File: config.mk
export PLATFORM = sky130hd
export DESIGN_NAME = crt_raster_timing_controller
export DESIGN_NICKNAME = d
export VERILOG_FILES = /design/src/core/crt_pkg.sv /design/src/core/crt_raster_timing_controller.sv
export SDC_FILE = /design/constraint.sdc
export NUM_CORES = 1
export LEC_CHECK = 0
export BUFFER_PORTS_ARGS = -buffer_cell sky130_fd_sc_hd__buf_2
export CAP_MARGIN = 20
export CORE_UTILIZATION = 30
export DETAILED_ROUTE_END_ITERATION = 8
export SKIP_CTS_REPAIR_TIMING = 1
export SYNTH_ARGS = -nofsm -noshare
export SYNTH_HDL_FRONTEND = slang
export SYNTH_SLANG_ARGS = --single-unit
export TNS_END_PERCENT = 10
File: constraint.sdc
create_clock -name clk_sys_i -period 6.2 [get_ports clk_sys_i]
set_clock_uncertainty 0.05 [all_clocks]
set_input_delay 0.93 -clock clk_sys_i [delete_from_list [all_inputs] [get_ports clk_sys_i]]
set_output_delay 0.93 -clock clk_sys_i [all_outputs]
set_load 0.01 [all_outputs]
File: src/core/crt_pkg.sv
// Package of constants and carrier types for the raster timing controller
package crt_pkg;
  // Register indices reached through the indirect pointer
  localparam logic [4:0] REG_HTOTAL = 5'h00;
  localparam logic [4:0] REG_HDISP = 5'h01;
  localparam logic [4:0] REG_HSPOS = 5'h02;
  localparam logic [4:0] REG_HSWID = 5'h03;
  localparam logic [4:0] REG_VTOTAL = 5'h04;
  localparam logic [4:0] REG_VADJ = 5'h05;
  localparam logic [4:0] REG_VDISP = 5'h06;
  localparam logic [4:0] REG_VSPOS = 5'h07;
  localparam logic [4:0] REG_ILACE = 5'h08;
  localparam logic [4:0] REG_MAXSCAN = 5'h09;
  localparam logic [4:0] REG_CURSTART = 5'h0a;
  localparam logic [4:0] REG_CUREND = 5'h0b;
  localparam logic [4:0] REG_STARTH = 5'h0c;
  localparam logic [4:0] REG_STARTL = 5'h0d;
  localparam logic [4:0] REG_CURH = 5'h0e;
  localparam logic [4:0] REG_CURL = 5'h0f;
  localparam logic [4:0] REG_PENH = 5'h10;
  localparam logic [4:0] REG_PENL = 5'h11;
  // Fixed vertical sync width in raster lines, minus one
  localparam logic [3:0] VSYNC_LAST = 4'hf;
  // Interlace field layout: sync-and-video mode uses both low bits
  localparam logic [1:0] ILACE_SYNC_VIDEO = 2'h3;

  // Programmable settings, kept through clear, zeroed by reset
  typedef struct packed {
    logic [7:0] horizontal_total_setting;
    logic [7:0] hdisp;
    logic [7:0] hspos;
    logic [3:0] hswid;
    logic [6:0] vertical_total_setting;
    logic [4:0] vertical_adjust_setting;
    logic [6:0] vdisp;
    logic [6:0] vspos;
    logic [1:0] ilace;
    logic [4:0] maxscan;
    logic [6:0] curstart;
    logic [4:0] curend;
    logic [13:0] start_addr;
    logic [13:0] cursor_addr;
    logic [13:0] pen_addr;
  } crt_regs_t;

  // Raster timing state, cleared by reset
  typedef struct packed {
    logic [7:0] hcnt;
    logic [4:0] rcnt;
    logic [6:0] vcnt;
    logic in_adj;
    logic [4:0] adjcnt;
    logic [3:0] hswcnt;
    logic hsync;
    logic [3:0] vswcnt;
    logic vsync;
    logic field;
    logic [13:0] row_base;
    logic [13:0] ma;
    logic [4:0] fcnt;
  } crt_timing_t;

  // Host bus inputs taken together
  typedef struct packed {
    logic strobe;
    logic chip_sel_n;
    logic register_select;
    logic rd_wr_n;
    logic [7:0] host_data;
  } crt_bus_t;

  // Video outputs taken together
  typedef struct packed {
    logic horizontal_sync_out;
    logic vertical_sync_out;
    logic disp_en;
    logic cursor;
    logic [13:0] refresh_addr;
    logic [4:0] row_line_addr;
  } crt_video_t;
endpackage : crt_pkg

File: src/core/crt_raster_timing_controller.sv
// Raster timing controller: host register file, counters and video outputs
`timescale 1ns/10ps
module crt_raster_timing_controller
  import crt_pkg::*;
(
  input wire logic clk_sys_i,
  input wire logic rstn_i,
  input wire logic device_clear_n_i,
  input wire logic pen_strobe_i,
  input wire logic bus_strobe_i,
  input wire logic chip_sel_n_i,
  input wire logic register_select_i,
  input wire logic rd_wr_n_i,
  input wire logic [7:0] host_data_i,
  output logic [7:0] host_data_o,
  output logic host_data_oe_n_o,
  output logic horizontal_sync_out_o,
  output logic vertical_sync_out_o,
  output logic disp_en_o,
  output logic cursor_o,
  output logic [13:0] refresh_addr_o,
  output logic [4:0] row_line_addr_o,
  output logic test_mode_o
);

  // Whole module state in one record
  typedef struct packed {
    logic [1:0] clr_s;
    logic [1:0] pen_s;
    logic [1:0] stb_s;
    logic pen_prev;
    logic stb_prev;
    crt_bus_t bus_s1;
    crt_bus_t bus_s2;
    logic [4:0] ptr;
    crt_regs_t regs;
    crt_timing_t tim;
    crt_video_t vid;
    logic [7:0] rdata;
    logic rd_act;
  } crt_state_t;

  crt_state_t s_q;
  crt_state_t s_d;
  crt_bus_t bus_in;
  logic clear_act;
  logic pen_rise;
  logic stb_fall;
  logic line_end;
  logic row_end;
  logic frame_end;
  logic vsync_start;
  logic [4:0] row_addr;
  logic [7:0] rd_mux;

  assign bus_in = '{strobe: bus_strobe_i, chip_sel_n: chip_sel_n_i,
                    register_select: register_select_i,
                    rd_wr_n: rd_wr_n_i, host_data: host_data_i};

  // Clear counts only while the pen strobe is low; pen high means test
  assign clear_act = ~s_q.clr_s[1] & ~s_q.pen_s[1];
  assign test_mode_o = ~s_q.clr_s[1] & s_q.pen_s[1];
  assign pen_rise = s_q.pen_s[1] & ~s_q.pen_prev;
  // Strobe active edge is high to low, sampled after synchronising
  assign stb_fall = s_q.stb_prev & ~s_q.stb_s[1];

  // Horizontal wrap gives exactly one line-end pulse
  assign line_end = (s_q.tim.hcnt == s_q.regs.horizontal_total_setting);
  // Raster coincidence with max scan closes a character row
  assign row_end = line_end & ~s_q.tim.in_adj &
                   (s_q.tim.rcnt == s_q.regs.maxscan);
  // Frame ends after last whole row, or after adjust lines when set
  assign frame_end = s_q.tim.in_adj ?
      (line_end & (s_q.tim.adjcnt == s_q.regs.vertical_adjust_setting)) :
      (row_end & (s_q.tim.vcnt == s_q.regs.vertical_total_setting) &
       (s_q.regs.vertical_adjust_setting == 5'h00));
  assign vsync_start = row_end &
      ((s_q.tim.vcnt + 7'h01) == s_q.regs.vspos);

  // Interlace sync-and-video scans alternate lines per field
  always_comb begin
    if (s_q.regs.ilace == ILACE_SYNC_VIDEO) begin
      row_addr = {s_q.tim.rcnt[3:0], s_q.tim.field};
    end else begin
      row_addr = s_q.tim.rcnt;
    end
  end

  // Read mux: only cursor and pen capture read back, others read zero
  always_comb begin
    unique case (s_q.ptr)
      REG_CURH: rd_mux = {2'h0, s_q.regs.cursor_addr[13:8]};
      REG_CURL: rd_mux = s_q.regs.cursor_addr[7:0];
      REG_PENH: rd_mux = {2'h0, s_q.regs.pen_addr[13:8]};
      REG_PENL: rd_mux = s_q.regs.pen_addr[7:0];
      default: rd_mux = 8'h00;
    endcase
  end

  // Next-state logic for the whole block
  always_comb begin
    s_d = s_q;
    s_d.clr_s = {s_q.clr_s[0], device_clear_n_i};
    s_d.pen_s = {s_q.pen_s[0], pen_strobe_i};
    s_d.stb_s = {s_q.stb_s[0], bus_strobe_i};
    s_d.pen_prev = s_q.pen_s[1];
    s_d.stb_prev = s_q.stb_s[1];
    // Bus fields pass two stages so they align with the strobe edge
    s_d.bus_s1 = bus_in;
    s_d.bus_s2 = s_q.bus_s1;

    // Drive window follows a selected read while strobe is high
    s_d.rd_act = s_q.stb_s[1] & ~s_q.bus_s2.chip_sel_n &
                 s_q.bus_s2.rd_wr_n & s_q.bus_s2.register_select;
    s_d.rdata = rd_mux;

    // Register writes; a clear does not touch them
    if (stb_fall && !s_q.bus_s2.chip_sel_n &&
        !s_q.bus_s2.rd_wr_n) begin
      if (!s_q.bus_s2.register_select) begin
        s_d.ptr = s_q.bus_s2.host_data[4:0];
      end else begin
        unique case (s_q.ptr)
          REG_HTOTAL: s_d.regs.horizontal_total_setting =
                        s_q.bus_s2.host_data;
          REG_HDISP: s_d.regs.hdisp = s_q.bus_s2.host_data;
          REG_HSPOS: s_d.regs.hspos = s_q.bus_s2.host_data;
          REG_HSWID: s_d.regs.hswid = s_q.bus_s2.host_data[3:0];
          REG_VTOTAL: s_d.regs.vertical_total_setting =
                        s_q.bus_s2.host_data[6:0];
          REG_VADJ: s_d.regs.vertical_adjust_setting =
                      s_q.bus_s2.host_data[4:0];
          REG_VDISP: s_d.regs.vdisp = s_q.bus_s2.host_data[6:0];
          REG_VSPOS: s_d.regs.vspos = s_q.bus_s2.host_data[6:0];
          REG_ILACE: s_d.regs.ilace = s_q.bus_s2.host_data[1:0];
          REG_MAXSCAN: s_d.regs.maxscan = s_q.bus_s2.host_data[4:0];
          REG_CURSTART: s_d.regs.curstart = s_q.bus_s2.host_data[6:0];
          REG_CUREND: s_d.regs.curend = s_q.bus_s2.host_data[4:0];
          REG_STARTH: s_d.regs.start_addr[13:8] =
                        s_q.bus_s2.host_data[5:0];
          REG_STARTL: s_d.regs.start_addr[7:0] = s_q.bus_s2.host_data;
          REG_CURH: s_d.regs.cursor_addr[13:8] =
                      s_q.bus_s2.host_data[5:0];
          REG_CURL: s_d.regs.cursor_addr[7:0] = s_q.bus_s2.host_data;
          default: s_d.ptr = s_q.ptr;
        endcase
      end
    end

    // Pen capture of the live refresh address
    if (pen_rise) begin
      s_d.regs.pen_addr = s_q.tim.ma;
    end

    if (clear_act) begin
      // Counters cleared and display halted while clear holds
      s_d.tim = '0;
      s_d.vid = '0;
    end else begin
      // Horizontal counter and linear address step each character
      s_d.tim.hcnt = line_end ? 8'h00 : s_q.tim.hcnt + 8'h01;
      s_d.tim.ma = s_q.tim.ma + 14'h0001;
      // Horizontal sync from position compare, programmed width
      if (s_q.tim.hcnt == s_q.regs.hspos) begin
        s_d.tim.hsync = 1'b1;
        s_d.tim.hswcnt = 4'h0;
      end else if (s_q.tim.hsync) begin
        s_d.tim.hswcnt = s_q.tim.hswcnt + 4'h1;
        if (s_q.tim.hswcnt + 4'h1 == s_q.regs.hswid) begin
          s_d.tim.hsync = 1'b0;
        end
      end
      if (line_end) begin
        // Same address run for each raster of a row
        s_d.tim.ma = s_q.tim.row_base;
        s_d.tim.rcnt = s_q.tim.rcnt + 5'h01;
        if (s_q.tim.in_adj) begin
          s_d.tim.adjcnt = s_q.tim.adjcnt + 5'h01;
        end
        // Vertical sync counts out a fixed line total
        if (s_q.tim.vsync) begin
          s_d.tim.vswcnt = s_q.tim.vswcnt + 4'h1;
          if (s_q.tim.vswcnt == VSYNC_LAST) begin
            s_d.tim.vsync = 1'b0;
          end
        end
      end
      if (row_end) begin
        s_d.tim.rcnt = 5'h00;
        s_d.tim.vcnt = s_q.tim.vcnt + 7'h01;
        // Row base moves on only at a row boundary, so rasters repeat
        s_d.tim.row_base = s_q.tim.row_base + {6'h00, s_q.regs.hdisp};
        s_d.tim.ma = s_q.tim.row_base + {6'h00, s_q.regs.hdisp};
        if (s_q.tim.vcnt == s_q.regs.vertical_total_setting) begin
          s_d.tim.in_adj = 1'b1;
          s_d.tim.adjcnt = 5'h01;
        end
      end
      if (vsync_start) begin
        s_d.tim.vsync = 1'b1;
        s_d.tim.vswcnt = 4'h0;
      end
      if (frame_end) begin
        // New frame restarts at the scroll origin
        s_d.tim.vcnt = 7'h00;
        s_d.tim.rcnt = 5'h00;
        s_d.tim.in_adj = 1'b0;
        s_d.tim.adjcnt = 5'h00;
        s_d.tim.ma = s_q.regs.start_addr;
        s_d.tim.row_base = s_q.regs.start_addr;
        s_d.tim.field = ~s_q.tim.field;
        s_d.tim.fcnt = s_q.tim.fcnt + 5'h01;
      end
      // Registered video outputs, one clock behind the counters
      s_d.vid.horizontal_sync_out = s_q.tim.hsync;
      s_d.vid.vertical_sync_out = s_q.tim.vsync;
      s_d.vid.disp_en = (s_q.tim.hcnt < s_q.regs.hdisp) &
                        (s_q.tim.vcnt < s_q.regs.vdisp) &
                        ~s_q.tim.in_adj;
      s_d.vid.refresh_addr = s_q.tim.ma;
      s_d.vid.row_line_addr = row_addr;
      // Cursor when address matches inside its raster band
      s_d.vid.cursor = (s_q.tim.ma == s_q.regs.cursor_addr) &
                       (s_q.tim.rcnt >= s_q.regs.curstart[4:0]) &
                       (s_q.tim.rcnt <= s_q.regs.curend) &
                       (s_q.tim.hcnt < s_q.regs.hdisp) &
                       ~s_q.tim.in_adj;
    end
  end

  // Whole state registered on falling clock edge; settings survive clear
  always_ff @(negedge clk_sys_i or negedge rstn_i) begin
    if (!rstn_i) begin
      s_q <= '0;
    end else begin
      s_q <= s_d;
    end
  end

  assign horizontal_sync_out_o = s_q.vid.horizontal_sync_out;
  assign vertical_sync_out_o = s_q.vid.vertical_sync_out;
  assign disp_en_o = s_q.vid.disp_en;
  assign cursor_o = s_q.vid.cursor;
  assign refresh_addr_o = s_q.vid.refresh_addr;
  assign row_line_addr_o = s_q.vid.row_line_addr;
  assign host_data_o = s_q.rdata;
  // Released to high impedance except during a selected read
  assign host_data_oe_n_o = ~s_q.rd_act;

endmodule : crt_raster_timing_controller

**Word-level counts from Yosys, hierarchy flattened**

Index checks and enable logic that the tools add are counted.

- Memory bits (read-only): 0
- RAM bits: 0
- Memories: 0
- Register bits: 250
- Output and inout port bits: 33
- Logic and storage cells: 173
- Input bits: 16
- Bits in latches: 0

- Multipliers: 0
- Bitwise operators: 28
- Reduce and logical (&&, ||, !) cells: 32
- Div/mod/pow operators: 0
- Magnitude comparators: 4
- Add/subtract/negate cells: 9
- Eq/ne operators: 27
- Mux-type cells: 21
- Shift-type cells: 0

Operator list:

| cell | number |
|---|---|
| 2-to-1 mux 93 bit | 1 |
| AND reduction 3 bit | 16 |
| 2-to-1 mux 5 bit | 9 |
| == test 5 x 4 -> 1 bit, second input constant | 8 |
| 2-to-1 mux 18 bit | 2 |
| 2-to-1 mux 34 bit | 1 |
| case mux 8 bit (4 select lines) | 1 |
| 2-to-1 mux 28 bit | 1 |
| == test 5 x 3 -> 1 bit, second input constant | 4 |
| bitwise AND 1 bit | 19 |
| == test 8 bit | 2 |
| adder 5 x 1 -> 5 bit, second input constant | 3 |
| nonzero test 3 bit | 5 |
| adder 14 x 1 -> 14 bit, second input constant | 1 |
| adder 14 x 8 -> 14 bit | 1 |
| == test 14 bit | 1 |
| == test 7 bit | 2 |
| 2-to-1 mux 14 bit | 1 |
| == test 5 x 2 -> 1 bit, second input constant | 2 |
| == test 5 bit | 2 |
| == test 5 bit, second input constant | 2 |
| zero test 5 bit | 2 |
| NOT 1 bit | 9 |
| adder 4 x 1 -> 4 bit, second input constant | 2 |
| other kinds (18) | 24 |

**Depth between registers and ports, before layout**

Gate-level depths: netlist of run 1.

- Word-level depth: 8
- Depth in mapped cells: 9
- Gate-level depth less buffers: 8

==> results.toml, run 1 <==
[status]
status = "complete, no violations"

[synthesis]
yosysUniqueCellTypes = 67
syn_area_um2 = 11900
syn_area_per_cell_um2 = 11.5
synthCells = 1041
ys_seq_area_frac = 0.513
ys_ff_latch = 245
synth_warnings = 0
synth_edf_count = 0
synth_nets = 1096
synthFlopType = "dfrtn_1"
async_reset_ff_frac = 1.00

[route]
first_pass_iters = 5
wl_per_cell_um = 18.0
drc_errors = 0
viasPerCell = 4.94
drt_first_iter_violations = 522
ant_nets = 0
via_count = 7897
wl_um = 28700

[floorplan]
die_w_um = 202
start_util = 0.307
die_h_um = 202
coreArea_um2 = 38900
io_pins = 49
core.rowCount = 72
dieArea_um2 = 40600

[power_and_ir_drop]
p_comb_frac = 0.232
ir_drop_mv = 0.219
p_seq_frac = 0.427
power.share.clock = 0.342
static-leakage-power_nw = 6.45
p_int_mw = 3.35
p_sw_frac = 0.339
power_switching_mw = 1.72
p_per_area_nw_per_um2 = 375

[place]
place_inst = 1546
dp_hpwl_um = 19100
port_buffers = 48
gp_congestion = 0.821

[cts]
cts_tree = "built"
clk_latency_ns = 0.57
numCtsBuffers = 29
cts_root_buf = "clkbuf_16"
cts.sinks = 245
htreeDepth = 1
clockBufferDepth = 3
clk_pin_slew_ns = 0.04

[global_route]
grt_max_degree = 66
grt_pass1_vias = 8002
grt_pass1_wl_um = 46200
antenna_found_initial = 1
grt_use_total = 0.144
grt-ovfl-total = 0

[setup_path]
critPathKind = "reg2out"
worstPathRequired_ns = 5.22
reg2reg_from = "s_q[82]"
crit_fanout = 5
reg2reg_to = "s_q[44]"
cp-start-kind = "register"
end_kind = "output port"
worst_r2r_path_depth = 6
cp.arrival_ns = 4.40
r2r_setup_slack_ns = 3.11

[sta]
rsz0062_at_grt = "false"
slew_headroom = 0.330
worst_pin_slew_ns = 1.01
hold_violations = 0
setup_tns_ns = 0
setup_viol = 0
maxSlewViolCount = 0
hold_slack_ns = 0.244

[hold_path]
hp-start = "s_d[222]"
holdCritPathClass = "reg2reg"
whs_path_depth = 0
min_to = "s_q[222]"

[cells_and_area]
syn_to_final_growth_pct = 13.2
final_nets = 1114
layout-drive-gt1-share = 0.228
instances_no_fill = 1598
n_antenna_cell = 0

[run]
maxCapViolCount = 0
[final cells by class]
| type | count | area (µm²) |
|---|---|---|
| clock buffers | 34 | 774 |
| repair buffers | 57 | 343 |
| fillers | 3864 | 25400 |
| multi-input cells | 700 | 5340 |
| inverters | 26 | 97.6 |
| well taps | 518 | 648 |
| flip-flops and latches | 245 | 6130 |
| clock inverters | 18 | 190 |
[metal layers]
metal,vias to the layer above,track usage,share of wire
met5,-,0,0
met4,0,0.0419,0.025
met3,45,0.0225,0.040
met2,179,0.234,0.47
met1,3998,0.198,0.47
li1,3675,-,-
[Yosys cell counts, drive strengths merged (7+ instances only)]
master	count	area share
o21a	7	0.0044
a21oi	34	0.015
xnor2	38	0.028
clkbuf	31	0.0097
and3	14	0.0073
dfrtn	245	0.51
mux2i	14	0.012
ha	38	0.040
nor2	62	0.020
mux2	119	0.11
nand2b	8	0.0042
and2	21	0.011
nand4	17	0.0094
a21o	8	0.0050
o31ai	13	0.0082
nor2b	10	0.0052
o22ai	10	0.0052
nor3	20	0.010
nand3	41	0.017
nor4	10	0.0065
nand2	67	0.021
buf	39	0.022
o21ai	16	0.0086
xor2	70	0.051
inv	26	0.0082
[state kept, by name (all words and copies together) (netlist names)]
name / cells
refresh_addr_o: 14
s_d: 16
s_q: 198
host_data_o: 8
cursor_o: 1
vertical_sync_out_o: 1
horizontal_sync_out_o: 1
disp_en_o: 1
row_line_addr_o: 5
[critical path, stage by stage (launching register included)]
cell     delay (ns)
dfrtn_1        0.46
nor2b_1        0.15
buf_2          0.14
[through the flow]
| stage | area [µm²] | setup WS (ns) | util | total power [mW] |
|---|---|---|---|---|
| 2_1_floorplan | 11900 | 1.48 | - | 2.96 |
| 3_3_place_gp | 12600 | 1.27 | 0.323 | 3.34 |
| 3_5_place_dp | 12600 | 1.26 | 0.323 | 3.36 |
| 4_1_cts | 13500 | 0.779 | 0.347 | 5.12 |
| 5_1_grt | 13500 | 0.733 | 0.347 | 5.34 |
| 6_report | 13500 | 0.818 | 0.347 | 5.06 |
[placed cells by master, fill, tap and decap left out, drive strengths merged, types with 12 or more instances in the layout]
master / n
nand3: 41
ha: 38
nand4: 17
nor3: 20
clkbuf: 34
xor2: 70
a21oi: 34
mux2: 119
dfrtn: 245
buf: 57
and2: 21
inv: 28
mux2i: 14
nand2: 67
and3: 14
nor2: 62
o21ai: 16
clkinv: 12
xnor2: 38
o31ai: 13
[power by group through the flow]
stage / combinational, mW / clock [mW] / sequential, mW
floorplan: 0.941 / 0 / 2.02
global placement: 1.16 / 0 / 2.18
detailed placement: 1.17 / 0 / 2.18
CTS: 1.18 / 1.78 / 2.16
global route: 1.30 / 1.84 / 2.19
finish: 1.17 / 1.73 / 2.16
[worst max path at each step]
stage / end / cells past startpoint / slack [ns] / from
after CTS: test_mode_o / 2 / 0.78 / s_d[247]
final: test_mode_o / 2 / 0.82 / s_d[247]
after detailed placement: host_data_o[0] / 2 / 1.26 / rstn_i
after floorplan: test_mode_o / 1 / 1.48 / s_d[247]
after global placement: host_data_o[0] / 2 / 1.27 / rstn_i
after global routing: test_mode_o / 2 / 0.73 / s_d[247]
[cells by family after synthesis]
kind of cell               count (synthesis)  share of synthesized area
muxes                                    133                      0.124
buffers and inverters                     96                     0.0398
xor gates and xnor gates                 108                     0.0792
adders and majority gates                 39                     0.0415
AOI/OAI and AO/OA                        129                     0.0752
and+or+nand+nor                          291                      0.127
DFF                                      245                      0.513
Power figures use the tool's default switching activity.
==> inputs of run 2 (changes only) <==
- CORE_UTILIZATION: 30 -> 48
- PLACE_DENSITY_LB_ADDON: default -> 0.05
==> results.toml, run 2 (same netlist as run 1, synthesis figures left out) <==
[status]
status = "complete, no violations"

[sta]
worst_pin_slew_ns = 1.01
hold_slack_ns = 0.241
slew_headroom = 0.329
maxSlewViolCount = 0
setup_viol = 0
rsz0062_at_grt = "false"
hold_violations = 0
setup_tns_ns = 0

[global_route]
antenna_found_initial = 0
grt_pass1_vias = 7767
grt_pass1_wl_um = 44700
grt_use_total = 0.225
grt-ovfl-total = 0
grt_max_degree = 74

[cells_and_area]
final_area_um2 = 13300
syn_to_final_growth_pct = 11.1
n_antenna_cell = 0
layout_common_cells = "dfrtn_1 (245), mux2_2 (119), xor2_1 (70), nand2_1 (66), nor2_1 (58)"
final_nets = 1114
largest_register_ffs = 198
final_common_cell = "dfrtn_1"
layout-drive-gt1-share = 0.225
regMostFlops = "s_q"

[route]
drc_errors = 0
wl_um = 27900
wl_per_cell_um = 19.9
drt_first_iter_violations = 442
first_pass_iters = 5
viasPerCell = 5.48
ant_nets = 0
via_count = 7685

[cts]
clk_latency_ns = 0.54
cts_root_buf = "clkbuf_16"
htreeDepth = 1
cts.sinks = 245
numCtsBuffers = 28
clk_pin_slew_ns = 0.04
cts_tree = "built"
clockBufferDepth = 3

[hold_path]
hp-start = "s_d[226]"
whs_path_depth = 0
min_to = "s_q[226]"
holdCritPathClass = "reg2reg"

[power_and_ir_drop]
static-leakage-power_nw = 6.44
p_int_mw = 3.34
power.share.clock = 0.335
p_sw_frac = 0.333
p_seq_frac = 0.431
p_per_area_nw_per_um2 = 377
power_switching_mw = 1.67
finalPower_mw = 5.01
p_comb_frac = 0.235
ir_drop_mv = 0.190

[setup_path]
reg2reg_to = "s_q[37]"
critPathKind = "reg2out"
worst_r2r_path_depth = 6
crit_fanout = 5
r2r_setup_slack_ns = 3.15
cp.arrival_ns = 4.36
cp-start-kind = "register"
reg2reg_from = "s_q[82]"
worstPathRequired_ns = 5.22
end_kind = "output port"

[floorplan]
core.rowCount = 57
coreArea_um2 = 24400
die_w_um = 160
start_util = 0.490
dieArea_um2 = 25500
die_h_um = 160
io_pins = 49

[place]
gp_congestion = 0.805
place_area_um2 = 12300
dp_hpwl_um = 18700
port_buffers = 48

[run]
maxCapViolCount = 0
[run 2: worst max-delay path, stage by stage, from the launching register on]
cell     delay, ns
dfrtn_1       0.45
nor2b_1       0.14
buf_2         0.13
[run 2: power groups by stage]
stage               clock, mW  combinational (mW)  sequential, mW
floorplan                   0               0.941            2.02
global placement            0                1.17            2.18
detailed placement          0                1.17            2.18
CTS                      1.71                1.18            2.15
global route             1.78                1.29            2.19
finish                   1.68                1.18            2.16
[run 2: stage by stage]
stage | utilization | setup WS [ns] | std cells
detailed placement | 0.506 | 1.43 | 1353
CTS | 0.544 | 0.844 | 1402
global route | 0.544 | 0.796 | 1402
global placement | 0.506 | 1.43 | 1353
floorplan | - | 1.48 | 1041
finish | 0.544 | 0.865 | 1402
[run 2: worst max path at each step]
stage                        start           to  slack [ns]  depth (start not counted)
after floorplan           s_d[247]  test_mode_o        1.48                          1
after global placement    s_d[247]  test_mode_o        1.43                          2
final                     s_d[247]  test_mode_o        0.86                          2
after detailed placement  s_d[247]  test_mode_o        1.43                          2
after CTS                 s_d[247]  test_mode_o        0.84                          2
after global routing      s_d[247]  test_mode_o        0.80                          2
[run 2: layout make-up]
| class | count | area (µm²) |
|---|---|---|
| clock buffers | 36 | 781 |
| clock inverters | 13 | 155 |
| fillers | 2193 | 11100 |
| inverters | 26 | 97.6 |
| multi-input cells | 700 | 5340 |
| flip-flops and latches | 245 | 6130 |
| well taps | 324 | 405 |
| repair buffers | 58 | 363 |
[run 2: layer usage]
metal,share of wire,GRT usage
met1,0.48,0.318
met2,0.46,0.359
met3,0.031,0.0265
met4,0.028,0.0765
met5,0,0
==> inputs of run 3 (changes only) <==
- MAX_ROUTING_LAYER: default -> met4
==> results.toml, run 3 (same netlist as run 1, synthesis figures left out) <==
[cells_and_area]
syn_to_final_growth_pct = 11.1
layout-drive-gt1-share = 0.225
final_nets = 1114
n_antenna_cell = 0
regMostFlops = "s_q"
layout_common_cells = "dfrtn_1 (245), mux2_2 (119), xor2_1 (70), nand2_1 (66), nor2_1 (58)"
instances_no_fill = 1402
final_common_cell = "dfrtn_1"
largest_register_ffs = 198
fillerInstances = 2193

[floorplan]
core.rowCount = 57
die_h_um = 160
die_w_um = 160
start_util = 0.490
coreArea_um2 = 24400
io_pins = 49
dieArea_um2 = 25500

[place]
dp_hpwl_um = 18700
gp_congestion = 0.817
place_inst = 1353
port_buffers = 48

[setup_path]
crit_fanout = 5
cp-startpoint = "s_d[247]"
critPathKind = "reg2out"
cp.arrival_ns = 4.36
end_kind = "output port"
reg2reg_from = "s_q[82]"
cp-start-kind = "register"
worst_r2r_path_depth = 6
worstPathRequired_ns = 5.22

[cts]
clockBufferDepth = 3
cts_root_buf = "clkbuf_16"
clk_pin_slew_ns = 0.04
clk_latency_ns = 0.54
cts.sinks = 245
cts_tree = "built"
htreeDepth = 1
numCtsBuffers = 28

[global_route]
grt-ovfl-total = 0
grt_max_degree = 74
antenna_found_initial = 0
grt_use_total = 0.232
grt_pass1_wl_um = 44700
grt_pass1_vias = 7750

[route]
viasPerCell = 5.53
first_pass_iters = 4
drt_first_iter_violations = 477
wl_per_cell_um = 19.9
drc_errors = 0
ant_nets = 0
wl_um = 27900
via_count = 7759

[power_and_ir_drop]
ir_drop_mv = 0.190
finalPower_mw = 5.00
static-leakage-power_nw = 6.44
p_per_area_nw_per_um2 = 377

[hold_path]
hp-start = "s_d[226]"
holdCritPathClass = "reg2reg"
whs_path_depth = 0

[sta]
slew_headroom = 0.352
hold_slack_ns = 0.241
worst_pin_slew_ns = 0.971
maxSlewViolCount = 0
rsz0062_at_grt = "false"
setup_viol = 0
hold_violations = 0
setup_tns_ns = 0

[status]
status = "complete, no violations"

[run]
maxCapViolCount = 0
-- run 3: cell counts in the layout (fill, tap and decap cells not counted) --
Identical to the previous run, type by type.
-- run 3: cell type report --
type / count / area [µm²] / area share
sequential: 245 / 6130 / 0.462
multi-input combinational: 700 / 5340 / 0.402
clock buffer: 36 / 781 / 0.0588
tap: 324 / 405 / 0.0306
timing repair buffer: 58 / 363 / 0.0273
clock inverter: 13 / 155 / 0.0117
inverter: 26 / 97.6 / 0.00736
-- run 3: routing by layer --
| layer | up-vias | share of wire | global-route usage |
|---|---|---|---|
| met5 | - | 0 | - |
| met4 | 0 | 0.027 | 0.0765 |
| met3 | 55 | 0.032 | 0.0265 |
| met2 | 156 | 0.46 | 0.360 |
| met1 | 3872 | 0.48 | 0.318 |
| li1 | 3676 | - | - |
-- run 3: stage by stage --
stage	cell area (µm²)	worst slack, ns	utilization
after CTS	13300	0.844	0.544
after detailed placement	12300	1.43	0.506
final	13300	0.863	0.544
after global routing	13300	0.796	0.544
after floorplan	11900	1.48	-
after global placement	12300	1.43	0.506
-- run 3: power breakdown --
| part | switching [mW] | internal (mW) |
|---|---|---|
| logic | 0.690 | 0.483 |
| clock network | 0.669 | 1.01 |
| registers | 0.307 | 1.85 |
| total | 1.67 | 3.34 |
-- run 3: final timing paths --
| path | to | slack (ns) |
|---|---|---|
| min in group asynchronous | host_data_o[1] | 3.30 |
| worst max register to register | s_q[37] | 3.16 |
| worst max-delay path | test_mode_o | 0.86 |
| max in group asynchronous | s_q[134] | 2.07 |
| worst min-delay path | s_q[226] | 0.24 |
| worst min register to register | s_q[226] | 0.24 |
-- run 3: worst max-delay path, stage by stage (launching register included) --
cell     delay (ns)
dfrtn_1        0.45
nor2b_1        0.14
buf_2          0.13
